<file path="src/core/sled_pkg.sv">
// Purpose: shared constants, types and decode for the status indicator block
// Assumes: 100 MHz core clock, management registers at 5-bit addresses
// Notes:   indicator index 0 = link, 1 = speed, 2 = activity/collision/duplex
package sled_pkg;

  // management register addresses
  localparam logic [4:0]  DCTL_ADDR    = 5'h18;
  localparam logic [4:0]  PCTL_ADDR    = 5'h19;
  localparam logic [15:0] DCTL_RESET   = 16'h0000;
  localparam logic [15:0] PCTL_RESET   = 16'h0000;
  localparam logic [15:0] RDATA_RESET  = 16'h0000;

  // phy control fields
  localparam int MODE_LO = 5;
  localparam int MODE_HI = 6;

  // direct control fields
  localparam int OVR_VAL_LO = 0;
  localparam int OVR_EN_LO  = 3;
  localparam int RATE_LO    = 6;
  localparam int RX_ONLY    = 8;

  // link qualification
  localparam int             LINK_PULSES = 7;
  localparam logic [2:0]     PULSE_LAST  = 3'(LINK_PULSES - 1);
  localparam int             CLK_NS        = 10;
  localparam int             FAST_LOSS_NS  = 1300;
  // longest time: rounded down
  localparam int             FAST_LOSS_CYC = FAST_LOSS_NS / CLK_NS;
  localparam int             FAST_W        = 8;
  // two cycles of pipeline to the pin plus one of margin
  localparam logic [FAST_W-1:0] FAST_LIMIT = FAST_W'(FAST_LOSS_CYC - 3);

  // blink divider
  localparam int         DIV_W      = 24;
  localparam logic [4:0] BLINK_BASE = 5'h14;

  typedef enum logic [1:0] {
    SLED_MODE1 = 2'b01,
    SLED_MODE2 = 2'b10,
    SLED_MODE3 = 2'b11
  } sled_mode_t;

  typedef struct packed {
    logic link_pulse;
    logic good_packet;
    logic link_fail;
    logic sig_detect;
    logic speed_100;
    logic full_duplex;
    logic tx_act;
    logic rx_act;
    logic mii_col;
  } sled_status_t;

  typedef struct packed {
    logic [15:0]       dctl;
    logic [15:0]       pctl;
    logic [2:0]        pol;
    logic              strap_pend;
    logic [DIV_W-1:0]  blink_div;
    logic [2:0]        pulse_cnt;
    logic              link10;
    logic              link100;
    logic [FAST_W-1:0] fast_cnt;
    logic [2:0]        leds;
    logic              crs;
    logic              col;
    logic [15:0]       rdata;
  } sled_state_t;

  // low bit set wins regardless of the high bit
  function automatic sled_mode_t mode_of(input logic [1:0] cfg);
    if (cfg[0]) begin
      return SLED_MODE1;
    end else if (cfg[1]) begin
      return SLED_MODE3;
    end
    return SLED_MODE2;
  endfunction : mode_of

endpackage : sled_pkg

</file>
<file path="src/core/sled_core.sv">
// Purpose: drives link, speed and activity indicators, carrier sense and
//          collision report from internal link, speed and duplex state
// Assumes: all inputs synchronous to mclk; strap levels valid on the first cycle after rst
// Notes:   registers written through a simple management port
//
// Functional notes
// - mode field at phy control bits 6:5
// - upper mode bit set by write only
// - low bit selects mode 1, else 2/3
// - mode 1 link on good, off none
// - 100 Mb/s link follows signal detect
// - 10 Mb/s link: seven pulses or packet
// - fast loss drops link within 1.3 us
// - modes 2/3 link blinks on activity
// - activity source: both, or receive only
// - speed indicator high at 100 Mb/s
// - third indicator: activity mode1, collision mode2
// - third indicator shows full duplex in mode3
// - 10 Mb/s half collision from COL
// - strap level sets each indicator polarity
// - direct control forces the three indicators, reads hide pins
// - half duplex carrier on tx or rx
// - full duplex: no collision, carrier rx
`timescale 1ns/1ns

module sled_core (
  input  wire logic                  mclk,
  input  wire logic                  rst,
  input  wire logic [4:0]            mgmt_addr,
  input  wire logic                  mgmt_wr,
  input  wire logic [15:0]           mgmt_wdata,
  output logic      [15:0]           mgmt_rdata,
  input  wire sled_pkg::sled_status_t sts_in,
  input  wire logic                  fast_loss_time,
  input  wire logic [2:0]            strap_in,
  input  wire logic                  negotiation_strap_0,
  output logic                       link_indicator_out,
  output logic                       speed_indicator_out,
  output logic                       activity_indicator_out,
  output logic                       carrier_sense_out,
  output logic                       collision_out
);

  sled_pkg::sled_state_t q;
  sled_pkg::sled_state_t d;

  sled_pkg::sled_mode_t  mode;
  logic                  link_ok;
  logic                  act;
  logic                  col_int;
  logic                  blink;
  logic [4:0]            blink_idx;
  logic [2:0]            raw;
  logic [2:0]            ovr_en;
  logic [2:0]            ovr_val;

  ////////////////////////////////////////////////////////////////////////////
  // next state

  always_comb begin
    mode      = sled_pkg::mode_of(q.pctl[sled_pkg::MODE_HI:sled_pkg::MODE_LO]);
    link_ok   = 1'b0;
    act       = 1'b0;
    col_int   = 1'b0;
    blink     = 1'b0;
    blink_idx = 5'h00;
    raw       = 3'h0;
    ovr_en    = q.dctl[sled_pkg::OVR_EN_LO +: 3];
    ovr_val   = q.dctl[sled_pkg::OVR_VAL_LO +: 3];
    d         = q;

    // straps caught on the first cycle after release, never under reset
    d.strap_pend = 1'b0;
    if (q.strap_pend) begin
      d.pol = strap_in;
      // only the low mode bit has a strap
      d.pctl[sled_pkg::MODE_LO] = negotiation_strap_0;
    end

    if (mgmt_wr) begin
      if (mgmt_addr == sled_pkg::DCTL_ADDR) begin
        d.dctl = mgmt_wdata;
      end else if (mgmt_addr == sled_pkg::PCTL_ADDR) begin
        d.pctl = mgmt_wdata;
      end
    end

    // read data is the stored register, never the pin level
    if (mgmt_addr == sled_pkg::DCTL_ADDR) begin
      d.rdata = q.dctl;
    end else if (mgmt_addr == sled_pkg::PCTL_ADDR) begin
      d.rdata = q.pctl;
    end else begin
      d.rdata = sled_pkg::RDATA_RESET;
    end

    d.blink_div = q.blink_div + sled_pkg::DIV_W'(1);
    blink_idx = sled_pkg::BLINK_BASE
              + {3'h0, q.dctl[sled_pkg::RATE_LO +: 2]};
    blink = q.blink_div[blink_idx];

    // 10 Mb/s link qualification; link fail also breaks the pulse run
    if (sts_in.link_fail) begin
      d.pulse_cnt = 3'h0;
      d.link10    = 1'b0;
    end else if (sts_in.good_packet) begin
      d.link10 = 1'b1;
    end else if (sts_in.link_pulse) begin
      if (q.pulse_cnt == sled_pkg::PULSE_LAST) begin
        d.link10 = 1'b1;
      end else begin
        d.pulse_cnt = q.pulse_cnt + 3'h1;
      end
    end

    // 100 Mb/s link follows signal detect
    if (sts_in.sig_detect) begin
      d.link100  = 1'b1;
      d.fast_cnt = '0;
    end else if (fast_loss_time) begin
      if (q.fast_cnt == sled_pkg::FAST_LIMIT) begin
        d.link100 = 1'b0;
      end else begin
        d.fast_cnt = q.fast_cnt + sled_pkg::FAST_W'(1);
      end
    end else if (sts_in.link_fail) begin
      d.link100 = 1'b0;
    end

    link_ok = sts_in.speed_100 ? q.link100 : q.link10;

    if (q.dctl[sled_pkg::RX_ONLY]) begin
      act = sts_in.rx_act;
    end else begin
      act = sts_in.tx_act | sts_in.rx_act;
    end

    // collision only exists in half duplex
    if (!sts_in.full_duplex) begin
      if (sts_in.speed_100) begin
        col_int = sts_in.tx_act & sts_in.rx_act;
      end else begin
        col_int = sts_in.mii_col;
      end
    end
    d.col = col_int;

    if (sts_in.full_duplex) begin
      d.crs = sts_in.rx_act;
    end else begin
      d.crs = sts_in.tx_act | sts_in.rx_act;
    end

    raw[1] = sts_in.speed_100;
    unique case (mode)
      sled_pkg::SLED_MODE1: begin
        raw[0] = link_ok;
        raw[2] = act;
      end
      sled_pkg::SLED_MODE2: begin
        raw[0] = link_ok & (~act | blink);
        raw[2] = col_int;
      end
      sled_pkg::SLED_MODE3: begin
        raw[0] = link_ok & (~act | blink);
        raw[2] = sts_in.full_duplex;
      end
    endcase

    // override ahead of polarity; a high strap inverts the driver
    for (int i = 0; i < 3; i++) begin
      d.leds[i] = (ovr_en[i] ? ovr_val[i] : raw[i]) ^ q.pol[i];
    end
  end

  ////////////////////////////////////////////////////////////////////////////
  // state register

  always_ff @(posedge mclk) begin
    if (rst) begin
      q.dctl       <= sled_pkg::DCTL_RESET;
      q.pctl       <= sled_pkg::PCTL_RESET;
      q.pol        <= 3'h0;
      q.strap_pend <= 1'b1;
      q.blink_div  <= '0;
      q.pulse_cnt  <= 3'h0;
      q.link10     <= 1'b0;
      q.link100    <= 1'b0;
      q.fast_cnt   <= '0;
      q.leds       <= 3'h0;
      q.crs        <= 1'b0;
      q.col        <= 1'b0;
      q.rdata      <= sled_pkg::RDATA_RESET;
    end else begin
      q <= d;
    end
  end

  assign link_indicator_out     = q.leds[0];
  assign speed_indicator_out    = q.leds[1];
  assign activity_indicator_out = q.leds[2];
  assign carrier_sense_out      = q.crs;
  assign collision_out          = q.col;
  assign mgmt_rdata             = q.rdata;

  logic [8:0] lost_cnt;

  // cycles the wire has been silent with fast loss on at 100 Mb/s
  always_ff @(posedge mclk) begin
    if (rst || sts_in.sig_detect || !fast_loss_time || !sts_in.speed_100) begin
      lost_cnt <= 9'h000;
    end else if (lost_cnt != 9'h1FF) begin
      lost_cnt <= lost_cnt + 9'h001;
    end
  end
endmodule : sled_core

</file>
<file path="config.mk">
export PLATFORM = sky130hd
export DESIGN_NAME = sled_core
export DESIGN_NICKNAME = d
export VERILOG_FILES = /design/src/core/sled_pkg.sv /design/src/core/sled_core.sv
export SDC_FILE = /design/constraint.sdc
export NUM_CORES = 1
export LEC_CHECK = 0
export ABC_AREA = 1
export BUFFER_PORTS_ARGS = -buffer_cell sky130_fd_sc_hd__buf_2
export CAP_MARGIN = 20
export CORE_MARGIN = 1
export CORE_UTILIZATION = 45
export CTS_CLUSTER_DIAMETER = 100
export CTS_CLUSTER_SIZE = 8
export DETAILED_ROUTE_END_ITERATION = 8
export PLACE_DENSITY = 0.66
export SLEW_MARGIN = 20
export SYNTH_ARGS = -nofsm -noshare
export SYNTH_HDL_FRONTEND = slang
export SYNTH_SLANG_ARGS = --single-unit
</file>
<file path="constraint.sdc">
create_clock -name mclk -period 3 [get_ports mclk]
set_clock_uncertainty 0.05 [all_clocks]
set_input_delay 0 -clock mclk [delete_from_list [all_inputs] [get_ports mclk]]
set_output_delay 0 -clock mclk [all_outputs]
set_load 0.005 [all_outputs]
</file>
# [Word-level counts from Yosys, hierarchy flattened]
# Cells that the tools add are included.
[word_totals] reg_bits=94 input_bits=38 output_inout_bits=21 wordCells=87
[op_classes] add_sub_neg=4 n_lt_le_gt_ge=1 n_eq_ne=8 mux=36 bitwise=12 reduce_logical=12
[op_table] cell="$mux W59" n=1
[op_table] cell="$mux W16" n=2
[op_table] cell="$add A24 B1 Y24 const B" n=1
[op_table] cell="$mux W6" n=3
[op_table] cell="$mux W1" n=17
[op_table] cell="$mux W8" n=2
[op_table] cell="$eq A5 B5 Y1 const B" n=2
[op_table] cell="$mux W9" n=1
[op_table] cell="$add A8 B1 Y8 const B" n=1
[op_table] cell="$eq A8 B7 Y1 const B" n=1
[op_table] cell="$mux W4" n=2
[op_table] cell="$reduce_and A2 Y1" n=4
[op_table] cell="$lt A5 B6 Y1 const B" n=1
[op_table] cell="$mux W2" n=3
[op_table] cell="$mux W3" n=2
[op_table] cell="$reduce_and A3 Y1" n=2
[op_table] cell="$reduce_or A2 Y1" n=3
[op_table] cell="$add A5 B2 Y5 const A" n=1
[op_table] cell="$bmux W1 S5" n=1
[op_table] cell="$not A1 Y1" n=5
[op_table] cell="$eq A2 B2 Y1 const B" n=2
[op_table] cell="$reduce_bool A2 Y1" n=2
[op_table] cell="$add A3 B1 Y3 const B" n=1
[op_table] cell="$eq A3 B3 Y1 const B" n=1
[op_table] cell="other kinds (8)" n=12

# [Depth between registers and ports, before layout]
[logic_depth] ltp_word=9 ltp_mapped=9

# [Worst setup path before layout]
# No wires, ideal clock.
[synth_path] path_type="register -> register" from="reg q[34] (netlist name)" to="reg q[54] (netlist name)" t_arrival_ns=1.171 t_required_ns=2.834 setup_slack_ns=1.663 path_stages_with_launch=9 n_path_buf=0 synth_period_minus_slack_ns=1.337 cell_sequence="dfxtp_1 > ha_1 > nand2_1 > nor2_2 > nand2_1 > inv_2 > nand4_1 > o21ai_0 > nor2_1"
[synth_between] elab_chain_len=1
[synth_rtl] item="from (decl)" line_no="sled_core.sv:44" text="sled_pkg::sled_state_t q;"
[synth_rtl] item="$add A24 B1 Y24" line_no="sled_core.sv:97" text="d.blink_div = q.blink_div + sled_pkg::DIV_W'(1);"
# Every way passes these cells.
# A chain may end at the register's enable or synchronous reset.

# [Worst setup path after layout]
[layout_path] from="reg q[22] (netlist name)" to="reg q[29] (netlist name)"
[layout_between] elab_chain_len=3
[layout_rtl] item="$eq A8 B7 Y1" line_no="sled_core.sv:121" text="if (q.fast_cnt == sled_pkg::FAST_LIMIT) begin"
[layout_rtl] item="$ne A3 B2 Y1 (no line)"
[layout_rtl] item="$reduce_and A2 Y1 (no line)"
# Every way passes these cells.

==> reports/results.ini <==
[status]
status = finished, violations left
violations = design-rule violations

[route]
vias = 3714
routedWlPerCell_um = 12.01
ant_nets = 0
vias_per_cell = 4.926
drc = 5
dr.first_iter.drc_count = 145
routed_wl_um = 9059
dr.pass1.iters = 6

[worst_setup_path]
critPathKind = flip-flop to flip-flop
r2r_start = q[22]$_SDFFE_PP0P_
critPathTopFamily = buffers and inverters
cp_max_fo = 10
max_stage_delay_ns = 0.58
startpoint_type = flip-flop
end_kind = flip-flop
cp_slowest_cell = dlygate4sd3_1
path_buf_inv = 1
r2r_cells = 8
crit_start = q[22]$_SDFFE_PP0P_
crit_top_cell = nand2_1
worstPathRequired_ns = 3.20
rr_endpoint = q[29]$_SDFFE_PP0P_
cp_cell_sequence = ha_1, and3_1, nand2_1, nand2_2, o21ai_0, nand2_1, a21oi_1, dlygate4sd3_1
cp.arrival_ns = 2.20
rrSetupSlack_ns = 1.0

[sta]
fin_hold_ws_ns = 0.02490
max_freq_mhz = 499.7
tns_ns = 0
worstMarginPinSlew_ns = 0.6063
drv_slew = 0
finalSetupViolations = 0
maxSlewHeadroom = 0.5948
post-route-period-util = 0.6670
hold_viol = 0
layout_min_cycle_time_ns = 2.001
rsz0062_at_grt = no

[synth]
yosys_register_bits = 94
synth.distinct_cells = 37
yosysSeqAreaShare = 0.4530
postSynthAreaPerCell_um2 = 7.313
synth_ff_type = dfxtp_1
synth_edf_count = 0
syn_area_um2 = 4154
syn_inst = 568
async_reset_ff_frac = 0
syn_nets = 610
yosys_warnings = 0

[global_route]
overflow = 0
grt_pass1_vias = 3404
grt_max_degree = 50
grt_pass1_wl_um = 15140
antenna_found_initial = 0
gr-usage-all-layers = 0.1946

[place]
dp_hpwl_um = 6006
routabilityCongestion = 0.9265
port_buffers = 58

[floorplan]
rows = 34
dieArea_um2 = 9620
die_h_um = 98.08
dieWidth_um = 98.08
core-area_um2 = 8848
io_pins = 59
initial_utilization = 0.4695

[clock_tree]
clock_path_buffers = 2
cts_resized = 0
htree_levels = 3
clock-root-buffer = clkbuf_8
numCtsBuffers = 9
cts_num_sinks = 94
cts_tree = yes
path_clk_slew_ns = 0.10
cts_post_setup_buffers_inserted = 0
clock_latency_ns = 0.36

[final_layout]
drive_gt1_frac = 0.1502
final_nets = 683
nFillCells = 862
area_growth_pct = 18.70
final_util = 0.5573
multiInputGateArea_um2 = 1837
regArea_um2 = 1882
num_antenna_cells = 0

[power]
power.leakage_uw = 0.001941
cellPowerDensity_nw_per_um2 = 471.4
vdd_drop_max_v = 0.0003275
power_uw = 2325

[worst_hold_path]
hold_class = input pin to flip-flop
hold_path_end = mgmt_rdata[10]$_SDFF_PP0_
hold_depth = 4
hold_start = mgmt_addr[0]

[flow_run]
maxCapViolations = 0

[cell families (layout without fill, tap and decap cells)]
logic type / count (synthesis) / count (layout) / share of synthesized area
compound gates: 116 / 116 / 0.1488
xor+xnor: 4 / 4 / 0.008435
fa+ha+maj: 4 / 4 / 0.01205
buf+inv: 86 / 164 / 0.1048
flops: 94 / 94 / 0.4530
mux: 1 / 1 / 0.002410
simple gates: 263 / 263 / 0.2705
[where the power goes]
group          internal, uW  switching (uW)
registers              1270            11.6
logic                  81.0            91.5
clock network           419             454
[worst max path at each step]
stage / depth (start not counted) / slack [ns] / end
floorplan: 8 / 1.66 / q[54]$_SDFF_PP0_
global placement: 7 / 1.48 / q[85]$_SDFFE_PP0P_
detailed placement: 7 / 1.43 / q[85]$_SDFFE_PP0P_
CTS: 8 / 1.02 / q[29]$_SDFFE_PP0P_
global route: 8 / 0.86 / q[29]$_SDFFE_PP0P_
finish: 8 / 1.0 / q[29]$_SDFFE_PP0P_
[synthesized netlist by cell type, types with 3 or more instances]
library cell / n / area (um^2)
nand4_1: 4 / 25.02
xor2_1: 3 / 26.28
o21ai_1: 9 / 45.04
ha_1: 4 / 50.05
o21ai_2: 3 / 26.28
buf_6: 6 / 67.56
nor3_1: 6 / 30.03
nand3_1: 27 / 135.1
inv_2: 4 / 15.01
o21ai_0: 28 / 140.1
inv_1: 49 / 183.9
a21oi_1: 69 / 345.3
nor2_1: 74 / 277.8
dfxtp_1: 94 / 1882
clkbuf_1: 5 / 18.77
buf_4: 17 / 127.6
nand2_1: 136 / 510.5
nor2_2: 3 / 18.77
nor2_4: 3 / 33.78
[final cells by class]
cell class                 count  area share
tap                          108     0.02740
clock buffer                  11     0.02867
multi-input combinational    388      0.3725
inverter                      54     0.04136
sequential                    94      0.3816
clock inverter                 5     0.01345
timing repair buffer          94      0.1350
[routing by layer]
layer  routed length [um]  GRT usage  share of wire  vias to the layer above
li1                     -          -              -                     1959
met5                    0          0              0                        -
met4                  186    0.07925          0.021                        0
met3                  320    0.03937          0.035                       19
met1                 4177     0.2376           0.46                     1667
met2                 4374     0.3342           0.48                       69
[flip-flops by register name, indices dropped and copies added, names as in the netlist]
signal,flops
link_indicator_out,1
activity_indicator_out,1
speed_indicator_out,1
carrier_sense_out,1
mgmt_rdata,16
ovr_en,3
collision_out,1
ovr_val,3
q,67
[worst reg2reg max path, cell delays in order (launching register included)]
cell and delay [ns]:
dfxtp_1 0.37, ha_1 0.20, and3_1 0.20, nand2_1 0.07, nand2_2 0.17, o21ai_0 0.12
nand2_1 0.07, a21oi_1 0.06, dlygate4sd3_1 0.58
[cells in the final DEF, fill, tap and decap left out, types with 2 or more instances in the layout]
cell	n
a211oi_1	2
a21oi_1	69
buf_2	58
clkbuf_8	10
dfxtp_1	94
dlygate4sd3_1	34
ha_1	4
inv_1	49
inv_2	4
nand2_1	136
nand2_2	2
nand2_4	2
nand3_1	27
nand3b_1	2
nand4_1	4
nor2_1	74
nor2_2	3
nor2_4	3
nor3_1	6
o21ai_0	28
o21ai_1	9
o21ai_2	3
xor2_1	3
[repair_timing]
| action | 4_1_cts | 5_1_grt |
|---|---|---|
| endpoints found under the hold margin | 48 | 0 |
| setup endpoints to repair | 0 | 0 |
| hold buffers | 34 | 0 |
[through the flow]
stage	cell area (um^2)	setup WS, ns	instances
after floorplan	4154	1.663	568
after global placement	4355	1.485	703
after detailed placement	4355	1.432	703
after CTS	4903	1.017	753
after global routing	4931	0.8604	754
final	4931	0.9989	754
Note: power is estimated with default switching activity, not from simulation.
